<file path="src/verilog/ubc_params.svh">
// Constants for the up/down binary counter with preset and ripple clock.
`ifndef UBC_PARAMS_SVH
`define UBC_PARAMS_SVH

// ****************************************************************
// Register byte offsets
// ****************************************************************
`define UBC_ADDR_CTRL        32'h0000_0000
`define UBC_ADDR_STATUS      32'h0000_0004
`define UBC_ADDR_INT_STAT    32'h0000_0008
`define UBC_ADDR_INT_MASK    32'h0000_000C

// ****************************************************************
// Field positions and values
// ****************************************************************
`define UBC_CTRL_INHIBIT     0
`define UBC_CTRL_LOAD        1
`define UBC_CTRL_PRE_LSB     4
`define UBC_CTRL_PRE_MSB     7
`define UBC_ST_DIR           4
`define UBC_ST_TERM          5
`define UBC_ST_RIPPLE_N      6
`define UBC_ST_PRELOAD_N     7
`define UBC_EV_TERM          0
`define UBC_EV_WRAP          1
`define UBC_EV_PRESET        2
`define UBC_NUM_EV           3
`define UBC_CNT_MAX          4'hF
`define UBC_CNT_MIN          4'h0
`define UBC_CNT_RESET        4'h0
`define UBC_RESP_OKAY        2'h0
`define UBC_RESP_SLVERR      2'h2

`endif

</file>
<file path="src/verilog/ubc_pkg.sv">
// Types shared by the counter modules.
package ubc_pkg;

	typedef logic [3:0] ubc_count_t;

	typedef struct packed {
		logic preset;
		logic wrap;
		logic term;
	} ubc_events_s;

endpackage

</file>
<file path="src/verilog/ubc_cnt_if.sv">
// Carrier between the register side and the counter core.
`timescale 1ns/1ps
interface ubc_cnt_if;
	logic                sw_inhibit;
	logic                sw_load;
	ubc_pkg::ubc_count_t sw_data;
	ubc_pkg::ubc_count_t count;
	logic                term;
	logic                ripple_n;
	ubc_pkg::ubc_events_s events;

	modport core (
		input  sw_inhibit,
		input  sw_load,
		input  sw_data,
		output count,
		output term,
		output ripple_n,
		output events
	);

	modport ctl (
		output sw_inhibit,
		output sw_load,
		output sw_data,
		input  count,
		input  term,
		input  ripple_n,
		input  events
	);
endinterface

</file>
<file path="src/verilog/ubc_core.sv">
// Counter core: count register, preset override, terminal and ripple decode.
`timescale 1ns/1ps
`include "ubc_params.svh"
module ubc_core (
	input  wire logic                ref_clk,       // System clock.
	input  wire logic                rst,           // Asynchronous reset, high.
	input  wire logic                clk_en,        // Freezes all state while low.
	input  wire logic                count_clock,   // Count clock pin, level.
	input  wire logic                count_en_n,    // Count enable, low active.
	input  wire logic                count_down,    // Direction, high counts down.
	input  wire logic                preset_load_n, // Preset load, low active.
	input  wire ubc_pkg::ubc_count_t preset_data,   // Parallel preset value.
	ubc_cnt_if.core                  cnt            // Register-side carrier.
);

	ubc_pkg::ubc_count_t cnt_q;
	ubc_pkg::ubc_count_t cnt_d;
	logic                clk_prev_q;
	logic                clk_prev_d;
	logic                term_q;
	logic                term_d;
	logic                rise;
	logic                step;
	ubc_pkg::ubc_count_t shown;

	// ****************************************************************
	// Count register
	// ****************************************************************
	// The count clock is treated as a level sampled on ref_clk, so its
	// rising edge is found by comparing with the previous sample.
	assign rise = count_clock & ~clk_prev_q;
	assign step = rise & ~count_en_n & ~cnt.sw_inhibit;

	always_comb begin
		clk_prev_d = count_clock;
		cnt_d      = cnt_q;
		if (!preset_load_n) begin
			cnt_d = preset_data;
		end else if (cnt.sw_load) begin
			cnt_d = cnt.sw_data;
		end else if (step) begin
			// Natural 4-bit overflow gives the wrap in both directions.
			cnt_d = count_down ? cnt_q - 4'h1 : cnt_q + 4'h1;
		end
	end

	always_ff @(posedge ref_clk or posedge rst) begin
		if (rst) begin
			cnt_q      <= `UBC_CNT_RESET;
			clk_prev_q <= 1'b0;
			term_q     <= 1'b0;
		end else if (clk_en) begin
			cnt_q      <= cnt_d;
			clk_prev_q <= clk_prev_d;
			term_q     <= term_d;
		end
	end

	// ****************************************************************
	// Outputs and events
	// ****************************************************************
	// Preset shows on the outputs at once, not one ref_clk later.
	assign shown     = preset_load_n ? cnt_q : preset_data;
	assign cnt.count = shown;
	// Enable is deliberately absent so a parallel-gated cascade works.
	assign term_d    = count_down ? (shown == `UBC_CNT_MIN) : (shown == `UBC_CNT_MAX);
	assign cnt.term  = term_d;
	assign cnt.ripple_n = ~(~count_en_n & term_d & ~count_clock);

	assign cnt.events.term   = term_d & ~term_q;
	assign cnt.events.wrap   = step & preset_load_n & ~cnt.sw_load & term_d;
	assign cnt.events.preset = ~preset_load_n;

endmodule

</file>
<file path="src/verilog/ubc_irq.sv">
// Sticky interrupt status with mask and one level output.
`timescale 1ns/1ps
`include "ubc_params.svh"
module ubc_irq (
	input  wire logic                  ref_clk, // System clock.
	input  wire logic                  rst,     // Asynchronous reset, high.
	input  wire logic                  clk_en,  // Freezes all state while low.
	input  wire logic [`UBC_NUM_EV-1:0] events, // Event pulses or levels.
	input  wire logic [`UBC_NUM_EV-1:0] clear,  // Write-one-to-clear strobes.
	input  wire logic [`UBC_NUM_EV-1:0] mask,   // One enables a bit onto irq.
	output logic      [`UBC_NUM_EV-1:0] status, // Sticky status bits.
	output logic                        irq     // Level interrupt.
);

	logic [`UBC_NUM_EV-1:0] st_q;
	logic [`UBC_NUM_EV-1:0] st_d;

	genvar i;
	generate
		for (i = 0; i < `UBC_NUM_EV; i++) begin : g_bit
			// An event in the clearing cycle survives the clear.
			always_comb begin
				st_d[i] = (st_q[i] & ~clear[i]) | events[i];
			end
		end
	endgenerate

	always_ff @(posedge ref_clk or posedge rst) begin
		if (rst) begin
			st_q <= '0;
		end else if (clk_en) begin
			st_q <= st_d;
		end
	end

	assign status = st_q;
	assign irq    = |(st_q & mask);

endmodule

</file>
<file path="src/verilog/ubc_top.sv">
// Top of the up/down binary counter: pins, AXI4-Lite registers, interrupt.
`timescale 1ns/1ps
`include "ubc_params.svh"
module ubc_top (
	input  wire logic                ref_clk,         // System clock, 25 MHz.
	input  wire logic                rst,             // Asynchronous reset, high.
	input  wire logic                clk_en,          // Freezes all state while low.
	input  wire logic                count_clock,     // Count clock, rising edge counts.
	input  wire logic                count_en_n,      // Count enable, low active.
	input  wire logic                count_down,      // Direction, high counts down.
	input  wire logic                preset_load_n,   // Preset load, low active.
	input  wire ubc_pkg::ubc_count_t preset_data,     // Parallel preset value.
	output logic      [3:0]          count_value,     // Count outputs.
	output logic                     terminal_flag,   // Terminal count, high.
	output logic                     ripple_clock_n,  // Ripple clock, low active.
	output logic                     irq,             // Interrupt, level high.
	input  wire logic [31:0]         s_axil_awaddr,   // Write address.
	input  wire logic                s_axil_awvalid,  // Write address valid.
	output logic                     s_axil_awready,  // Write address ready.
	input  wire logic [31:0]         s_axil_wdata,    // Write data.
	input  wire logic [3:0]          s_axil_wstrb,    // Write strobes.
	input  wire logic                s_axil_wvalid,   // Write data valid.
	output logic                     s_axil_wready,   // Write data ready.
	output logic      [1:0]          s_axil_bresp,    // Write response.
	output logic                     s_axil_bvalid,   // Write response valid.
	input  wire logic                s_axil_bready,   // Write response ready.
	input  wire logic [31:0]         s_axil_araddr,   // Read address.
	input  wire logic                s_axil_arvalid,  // Read address valid.
	output logic                     s_axil_arready,  // Read address ready.
	output logic      [31:0]         s_axil_rdata,    // Read data.
	output logic      [1:0]          s_axil_rresp,    // Read response.
	output logic                     s_axil_rvalid,   // Read data valid.
	input  wire logic                s_axil_rready    // Read data ready.
);

	// ****************************************************************
	// Address decode
	// ****************************************************************
	// Returns a one-hot select: ctrl, status, int_stat, int_mask.
	function automatic logic [3:0] reg_sel(input logic [31:0] addr);
		logic [3:0] sel;
		sel = 4'h0;
		if (addr == `UBC_ADDR_CTRL) begin
			sel = 4'h1;
		end else if (addr == `UBC_ADDR_STATUS) begin
			sel = 4'h2;
		end else if (addr == `UBC_ADDR_INT_STAT) begin
			sel = 4'h4;
		end else if (addr == `UBC_ADDR_INT_MASK) begin
			sel = 4'h8;
		end
		return sel;
	endfunction

	ubc_cnt_if cnt ();

	logic                   aw_held_q;
	logic                   aw_held_d;
	logic [31:0]            aw_addr_q;
	logic [31:0]            aw_addr_d;
	logic                   w_held_q;
	logic                   w_held_d;
	logic [31:0]            w_data_q;
	logic [31:0]            w_data_d;
	logic [3:0]             w_strb_q;
	logic [3:0]             w_strb_d;
	logic                   bvalid_q;
	logic                   bvalid_d;
	logic [1:0]             bresp_q;
	logic [1:0]             bresp_d;
	logic                   rvalid_q;
	logic                   rvalid_d;
	logic [31:0]            rdata_q;
	logic [31:0]            rdata_d;
	logic [1:0]             rresp_q;
	logic [1:0]             rresp_d;
	logic                   do_wr;
	logic [3:0]             wsel;
	logic [3:0]             rsel;
	logic                   lane0;

	logic                   inhibit_q;
	logic                   inhibit_d;
	ubc_pkg::ubc_count_t    pre_q;
	ubc_pkg::ubc_count_t    pre_d;
	logic                   load_q;
	logic                   load_d;
	logic [`UBC_NUM_EV-1:0] mask_q;
	logic [`UBC_NUM_EV-1:0] mask_d;
	logic [`UBC_NUM_EV-1:0] int_clear;
	logic [`UBC_NUM_EV-1:0] int_status;
	logic [31:0]            status_word;

	// ****************************************************************
	// Write channel
	// ****************************************************************
	// Address and data are held separately so either may arrive first;
	// a new pair is refused until the response has been taken.
	assign s_axil_awready = clk_en & ~aw_held_q & ~bvalid_q;
	assign s_axil_wready  = clk_en & ~w_held_q & ~bvalid_q;
	assign do_wr          = aw_held_q & w_held_q & ~bvalid_q;
	assign wsel           = reg_sel(aw_addr_q);
	assign lane0          = w_strb_q[0];

	always_comb begin
		aw_held_d = aw_held_q;
		aw_addr_d = aw_addr_q;
		w_held_d  = w_held_q;
		w_data_d  = w_data_q;
		w_strb_d  = w_strb_q;
		bvalid_d  = bvalid_q;
		bresp_d   = bresp_q;
		if (s_axil_awvalid && s_axil_awready) begin
			aw_held_d = 1'b1;
			aw_addr_d = s_axil_awaddr;
		end
		if (s_axil_wvalid && s_axil_wready) begin
			w_held_d = 1'b1;
			w_data_d = s_axil_wdata;
			w_strb_d = s_axil_wstrb;
		end
		if (do_wr) begin
			aw_held_d = 1'b0;
			w_held_d  = 1'b0;
			bvalid_d  = 1'b1;
			bresp_d   = (wsel == 4'h0) ? `UBC_RESP_SLVERR : `UBC_RESP_OKAY;
		end else if (bvalid_q && s_axil_bready) begin
			bvalid_d = 1'b0;
		end
	end

	// ****************************************************************
	// Registers written by software
	// ****************************************************************
	always_comb begin
		inhibit_d = inhibit_q;
		pre_d     = pre_q;
		load_d    = 1'b0;
		mask_d    = mask_q;
		int_clear = '0;
		if (do_wr && lane0) begin
			if (wsel[0]) begin
				inhibit_d = w_data_q[`UBC_CTRL_INHIBIT];
				pre_d     = w_data_q[`UBC_CTRL_PRE_MSB:`UBC_CTRL_PRE_LSB];
				load_d    = w_data_q[`UBC_CTRL_LOAD];
			end else if (wsel[2]) begin
				int_clear = w_data_q[`UBC_NUM_EV-1:0];
			end else if (wsel[3]) begin
				mask_d = w_data_q[`UBC_NUM_EV-1:0];
			end
		end
	end

	// ****************************************************************
	// Read channel
	// ****************************************************************
	assign s_axil_arready = clk_en & ~rvalid_q;
	assign rsel           = reg_sel(s_axil_araddr);

	always_comb begin
		status_word                      = 32'h0000_0000;
		status_word[3:0]                 = cnt.count;
		status_word[`UBC_ST_DIR]         = count_down;
		status_word[`UBC_ST_TERM]        = cnt.term;
		status_word[`UBC_ST_RIPPLE_N]    = cnt.ripple_n;
		status_word[`UBC_ST_PRELOAD_N]   = preset_load_n;
	end

	always_comb begin
		rvalid_d = rvalid_q;
		rdata_d  = rdata_q;
		rresp_d  = rresp_q;
		if (s_axil_arvalid && s_axil_arready) begin
			rvalid_d = 1'b1;
			rresp_d  = `UBC_RESP_OKAY;
			rdata_d  = 32'h0000_0000;
			if (rsel[0]) begin
				rdata_d[`UBC_CTRL_INHIBIT]                   = inhibit_q;
				rdata_d[`UBC_CTRL_PRE_MSB:`UBC_CTRL_PRE_LSB] = pre_q;
			end else if (rsel[1]) begin
				rdata_d = status_word;
			end else if (rsel[2]) begin
				rdata_d[`UBC_NUM_EV-1:0] = int_status;
			end else if (rsel[3]) begin
				rdata_d[`UBC_NUM_EV-1:0] = mask_q;
			end else begin
				rresp_d = `UBC_RESP_SLVERR;
			end
		end else if (rvalid_q && s_axil_rready) begin
			rvalid_d = 1'b0;
		end
	end

	always_ff @(posedge ref_clk or posedge rst) begin
		if (rst) begin
			aw_held_q <= 1'b0;
			aw_addr_q <= 32'h0000_0000;
			w_held_q  <= 1'b0;
			w_data_q  <= 32'h0000_0000;
			w_strb_q  <= 4'h0;
			bvalid_q  <= 1'b0;
			bresp_q   <= `UBC_RESP_OKAY;
			rvalid_q  <= 1'b0;
			rdata_q   <= 32'h0000_0000;
			rresp_q   <= `UBC_RESP_OKAY;
			inhibit_q <= 1'b0;
			pre_q     <= `UBC_CNT_RESET;
			load_q    <= 1'b0;
			mask_q    <= '0;
		end else if (clk_en) begin
			aw_held_q <= aw_held_d;
			aw_addr_q <= aw_addr_d;
			w_held_q  <= w_held_d;
			w_data_q  <= w_data_d;
			w_strb_q  <= w_strb_d;
			bvalid_q  <= bvalid_d;
			bresp_q   <= bresp_d;
			rvalid_q  <= rvalid_d;
			rdata_q   <= rdata_d;
			rresp_q   <= rresp_d;
			inhibit_q <= inhibit_d;
			pre_q     <= pre_d;
			load_q    <= load_d;
			mask_q    <= mask_d;
		end
	end

	assign s_axil_bvalid = bvalid_q;
	assign s_axil_bresp  = bresp_q;
	assign s_axil_rvalid = rvalid_q;
	assign s_axil_rdata  = rdata_q;
	assign s_axil_rresp  = rresp_q;

	// ****************************************************************
	// Counter core and interrupt
	// ****************************************************************
	// The pin preset still wins over a software load in the same cycle.
	assign cnt.sw_inhibit = inhibit_q;
	assign cnt.sw_load    = load_q;
	assign cnt.sw_data    = pre_q;

	ubc_core u_core (
		.ref_clk       (ref_clk),
		.rst           (rst),
		.clk_en        (clk_en),
		.count_clock   (count_clock),
		.count_en_n    (count_en_n),
		.count_down    (count_down),
		.preset_load_n (preset_load_n),
		.preset_data   (preset_data),
		.cnt           (cnt.core)
	);

	ubc_irq u_irq (
		.ref_clk (ref_clk),
		.rst     (rst),
		.clk_en  (clk_en),
		.events  (cnt.events),
		.clear   (int_clear),
		.mask    (mask_q),
		.status  (int_status),
		.irq     (irq)
	);

	assign count_value    = cnt.count;
	assign terminal_flag  = cnt.term;
	assign ripple_clock_n = cnt.ripple_n;

endmodule
</file>
<file path="config.mk">
export PLATFORM = sky130hd
export DESIGN_NAME = ubc_top
export DESIGN_NICKNAME = d
export VERILOG_FILES = /design/src/verilog/ubc_pkg.sv /design/src/verilog/ubc_cnt_if.sv /design/src/verilog/ubc_core.sv /design/src/verilog/ubc_irq.sv /design/src/verilog/ubc_top.sv
export VERILOG_INCLUDE_DIRS = /design/src /design/src/verilog
export SDC_FILE = /design/constraint.sdc
export NUM_CORES = 1
export LEC_CHECK = 0
export BUFFER_PORTS_ARGS = -buffer_cell sky130_fd_sc_hd__buf_2
export CAP_MARGIN = 15
export CORE_MARGIN = 2
export CORE_UTILIZATION = 45
export CTS_CLUSTER_SIZE = 20
export DETAILED_ROUTE_END_ITERATION = 7
export PLACE_DENSITY_LB_ADDON = 0.12
export REMOVE_ABC_BUFFERS = 1
export SLEW_MARGIN = 0
export SYNTH_ARGS = -nofsm -noshare
export SYNTH_HDL_FRONTEND = slang
export SYNTH_SLANG_ARGS = --single-unit
</file>
<file path="constraint.sdc">
create_clock -name ref_clk -period 5.5 [get_ports ref_clk]
set_input_delay 0.275 -clock ref_clk [delete_from_list [all_inputs] [get_ports ref_clk]]
set_output_delay 0.275 -clock ref_clk [all_outputs]
set_load 0.01 [all_outputs]
</file>
---- Yosys cells after proc, flatten, opt, wreduce, memory -nomap -nowiden ----
Index checks and enable logic that the tools add are counted.
Widths: inputs -> output; s select.
storage, ports and cells
  latch bits .............................. 0
  logic and storage cells ................. 134
  memory bits (writable) .................. 0
  input bits .............................. 116
  memory bits (read-only) ................. 0
  register bits ........................... 99
  memories kept ........................... 0
operators by class
  bitwise gates (word level) .............. 40
  equal/unequal tests ..................... 8
  add/sub/neg operators ................... 2
  divide/modulo/power cells ............... 0
  shift operators ......................... 0
  $mul .................................... 0
  $lt $le $gt $ge ......................... 0
  mux-type cells .......................... 40
  reduce and logical (&&, ||, !) cells .... 26
operators with widths
  cell                 number
  $eq 32x4->1 const B  4
  $eq 32x3->1 const B  2
  $logic_not 32->1     2
  $mux 4               14
  $mux 24              1
  $mux 3               7
  $and 1x1->1          19
  $reduce_and 2->1     9
  $not 1->1            17
  $mux 1               12
  $mux 2               5
  $logic_not 4->1      2
  $reduce_bool 2->1    4
  $logic_and 1x1->1    6
  $mux 5               1
  $reduce_and 5->1     1
  $add 4x1->4 const B  1
  $eq 4x4->1 const B   1
  $sub 4x1->4 const B  1
  $and 3x3->3          1
  $ne 3x1->1 const B   1
  $or 1x1->1           3
  $reduce_and 3->1     1
  $reduce_or 3->1      1

---- Depth between registers and ports, before layout ----
  depth in word-level cells ............... 11
  mapped depth ............................ 6

---- Hierarchy ----
From an unflattened synthesis, not the netlist that was laid out.
second synthesis, totals
  cells, all modules ...................... 307
  area, all modules ....................... 3,656.0 µm²
by module, submodules not included
  module    times used  cells each  area each (µm²)
  ubc_top   1           231         2,977.9
  ubc_core  1           64          548.0
  ubc_irq   1           12          130.1

---- Worst setup path after synthesis ----
OpenSTA, ideal clock, no wires.
  path kind ............................... flip-flop to flip-flop
  start ................................... register aw_addr_q[27]
  end ..................................... register pre_q[0], in the netlist cnt.sw_data[0]
  path slack .............................. 3.533 ns
  required time ........................... 5.375 ns
  clock period less this slack ............ 1.967 ns
  cell stages (with the launch flop) ...... 6
  data arrival time ....................... 1.842 ns
  setup time .............................. 0.125 ns
  buffers on the path ..................... 0
  cell sequence ........................... dfrtp_1 > nor4_1 > nand4_1 > nor4_4 > nor3b_4 > mux2_2
between the ends
  cells in the longest elaborated chain, start to end .. 5
  elaborated cells between the ends (all ways) .. 7
  those cells by class .................... eq/ne (2); mux (3); reduce/logical (2)
ends and longest elaborated chain
  what                          line            source
  start, declared               ubc_top.sv:59   logic [31:0] aw_addr_q;
  start signal, assigned        ubc_top.sv:212  aw_addr_q <= aw_addr_d;
  $eq 32x4->1 (no line)         --
  $mux 4                        ubc_top.sv:47   end else if (addr == `UBC_ADDR_INT_STAT) begin
  $mux 4                        ubc_top.sv:45   end else if (addr == `UBC_ADDR_STATUS) begin
  $mux 4 *                      ubc_top.sv:43   if (addr == `UBC_ADDR_CTRL) begin
  $reduce_and 3->1 (no line) *  --
  end signal, assigned          ubc_top.sv:207  pre_q <= `UBC_CNT_RESET;
  end signal, assigned          ubc_top.sv:222  pre_q <= pre_d;
  end, declared                 ubc_top.sv:84   ubc_pkg::ubc_count_t pre_q;
Every way passes the cells marked *; elsewhere a longest branch is shown, timed or not.
A chain may end at the register's enable or synchronous reset.

---- Worst setup path after layout ----
  start ................................... register u_core.cnt_q[0]
  end ..................................... output port ripple_clock_n
between the ends
  cells in the longest elaborated chain, start to end .. 6
  elaborated cells between the ends (all ways) .. 7
  those cells by class .................... eq/ne (1); mux (2); bitwise (3); reduce/logical (1)
ends and longest elaborated chain
  what                                                            line            source
  start, declared                                                 ubc_core.sv:16  ubc_pkg::ubc_count_t cnt_q;
  start signal, assigned                                          ubc_core.sv:49  cnt_q <= `UBC_CNT_RESET;
  start signal, assigned                                          ubc_core.sv:53  cnt_q <= cnt_d;
  $mux 4 *                                                        ubc_core.sv:63  assign shown = preset_load_n ? cnt_q : preset_data;
  $eq 4x4->1 (no line) / $logic_not 4->1 (equally long branches)  --
  $mux 1 *                                                        ubc_core.sv:66  assign term_d = count_down ? (shown == `UBC_CNT_MIN) : (shown == `UBC_CNT_MAX);
  $and 1x1->1 * (2 in series)                                     ubc_core.sv:68  assign cnt.ripple_n = ~(~count_en_n & term_d & ~count_clock);
  $not 1->1 *                                                     ubc_core.sv:68
  end, declared                                                   ubc_top.sv:15   output logic ripple_clock_n,
Marks and branches as above.

==> metrics.txt <==
flop-to-flop setup slack=3.15 ns; Total Nets Final=520; # rows=32; Hold Crit Depth=3; Max-Cap Viols=0; HP Class=input port to flop; final core occ=55.6%; Yosys top cell area share=51.5%; Unique masters post-synth=44; skew final=0.00807 ns; Crit Path Class=flop to output pin; Post-synth EDFFs=0; Static Leak=2.07 nW; CTS Buf Count=9; synthesis-to-finish area growth=21.6%; layout cell share with drive strength beyond 1=46.3%; Die Wd=92.2 um; buffers added on ports=109; clk sinks=72; yosys warns=0; Arr. time, crit path=2.17 ns; main combinational cell family by area after synthesis=multiplexers; DR vias=2494; GRT overflow=0; largest net degree at the start of global routing=73; die footprint=8500 um^2; Clk Latency, worst-skew pair=0.34 ns; # hold bufs at CTS=0; worst slew pin tran=0.909 ns; Synth area leaders=dfrtp_1, mux2_2, buf_4; root buf cell=clkbuf_8; critical path endpoint category=output pin; Final min period=2.45 ns; Synth Flop Type=dfrtp_1; HP Start=s_axil_wstrb[0]; RSZ-0062 raised after global routing=no; drt total wl=7550 um; Post-Synth XOR/XNOR Area=0.751%; WHS Endpoint=w_strb_q[0]; DP HPWL=5770 um; Max Clk Rate=408 MHz; fill cell count=698; maximum root-to-sink buffer count=2; P per Cell Area=396 nW/um^2; WL per Instance=14.9 um; post-CTS sizing=0; core area=7650 um^2; Die Y=92.2 um; first-pass GRT wire length=11900 um; period utilization=44.5%; Yosys top cell by area=dfrtp_1; Reg2Reg Depth=5; simple-gate area share of the yosys netlist=11.6%; final setup TNS=0 ns; Post-Synth Adder-Cell Area=1.29%; Slew Limit Headroom=39.4%; number of setup violations in the final report=0; boundary pin count=164; Critical Path RT=5.22 ns; drc violations=0; Syn Area/Cell=12.1 um^2; setup bufs post-CTS=0; initial antenna violation count=0; fin. max-slew vios=0; Netlist Area Pre-Place=3500 um^2; total power=1.68 mW; n_diodes=0; Worst-path clk slew=0.08 ns; async set-reset flop share out of synthesis=100%; GR Util All Layers=18.5%; drt initial violations=112; Antenna Violating Nets Remaining=0; Initial Util=45.8%; mux cell area share after synthesis=19.8%; drt first pass iters=4; VDD IR max=0.000246 V; register area share after synthesis=51.5%; Startpoint Class=flop; compound-cell area share of the yosys netlist=6.79%; GPL Wtd Cong=0.755; Gate Count Post-Synth=290; flops & latches, synth=72; outcome=finished clean; Final Hold Fails=0; Crit Reg-Reg Startpoint=aw_addr_q[26]; CTS tree=done; Vias/cell=4.91; Critical Path Fanout Max=5; R2R Path End=cnt.sw_data[2]; H-tree Lvls=3; number of global-route vias before repair=2362
## flip-flops by register name, indices dropped and copies added (netlist names), 3 cells and up
signal	cells
aw_addr_q	32
s_axil_rdata	8
u_irq.status	3
u_core.cnt_q	4
mask_q	3
cnt.sw_data	4
w_data_q	7
## Yosys cell counts, drive strengths merged, types with 2 or more instances
master and instances:
dfrtp 72, nand2 23, mux2 54, and2 2, inv 11, o21a 2
buf 31, o21ai 12, o211ai 2, nand4 4, xor2 2, o31ai 2
nor2 8, nor4 16, nand3b 2, a21oi 4, ha 2, clkbuf 5
nand2b 3, a22o 7, mux2i 5, nand4b 4, o2bb2ai 2
## worst max-delay path by stage
stage                     from              to  slack, ns  depth (start not counted)
2_1_floorplan    s_axil_bvalid    aw_addr_q[0]       3.34                          4
3_3_place_gp     aw_addr_q[26]  cnt.sw_data[3]       3.15                          5
3_5_place_dp     aw_addr_q[26]  cnt.sw_data[2]       3.09                          5
4_1_cts        u_core.cnt_q[0]  ripple_clock_n       3.03                          5
5_1_grt           aw_addr_q[4]  cnt.sw_data[2]       2.95                          5
6_report       u_core.cnt_q[0]  ripple_clock_n       3.05                          5
## critical path, cell delays in order (launching register included)
cell and delay (ns):
dfrtp_1 0.42, mux2_2 0.33, or4_4 0.56, mux2i_4 0.24
nand2_1 0.12, buf_2 0.16
## logic make-up (layout without fill, tap and decap cells)
group	Yosys count	in the layout
flops	72	72
simple gates	69	69
mux	60	60
buf+inv	47	138
compound gates	35	35
fa+ha+maj	3	3
xor+xnor	3	3
other cells	1	26
## routing by layer
layer	share of wire, %	global-route usage [%]	routed length [um]	up-vias
met5	0	0	0	-
met4	0.57	5.22	43	0
met3	8.4	6.08	637	4
met2	48	29.8	3650	105
met1	43	23.9	3220	1168
li1	-	-	-	1217
## per-stage QoR
step	worst slack, ns	hold WS [ns]	instance area [um^2]	std cells
floorplan	3.34	0.381	3350	279
global placement	3.15	0.426	4040	492
detailed placement	3.09	0.448	4040	492
CTS	3.03	0.128	4260	508
global route	2.95	0.133	4260	508
finish	3.05	0.141	4260	508
## layout make-up
| type | instances | area [um^2] | share of cell area, % |
|---|---|---|---|
| repair buffers | 111 | 561 | 13.2 |
| well taps | 102 | 128 | 3.00 |
| clock buffers | 9 | 124 | 2.91 |
| multi-input cells | 196 | 1510 | 35.4 |
| clock inverters | 7 | 95.1 | 2.23 |
| flip-flops and latches | 72 | 1800 | 42.3 |
| inverters | 11 | 41.3 | 0.970 |
## report_power, final
part	internal (mW)	total [mW]	switching (mW)
logic	0.235	0.407	0.172
clock network	0.256	0.454	0.198
registers	0.711	0.824	0.113
## layout by cell type, fill, tap and decap left out, types with 2 or more instances in the layout
cell and n:
dfrtp_1 72, clkinv_2 2, o211ai_1 2, and2_1 2, nand4_1 4, o21a_1 2, mux2_2 54, o2bb2ai_1 2
nand2b_1 3, nor2_1 8, inv_1 10, a22o_1 7, o21ai_0 11, nand3b_1 2, buf_2 109, o31ai_1 2
conb_1 26, xor2_1 2, clkbuf_8 9, nor4_1 14, mux2i_1 4, nand2_1 23, a21oi_1 4, buf_4 2
ha_1 2, bufinv_16 2, nand4b_1 4
No activity file was read; power rests on OpenSTA's default activity.
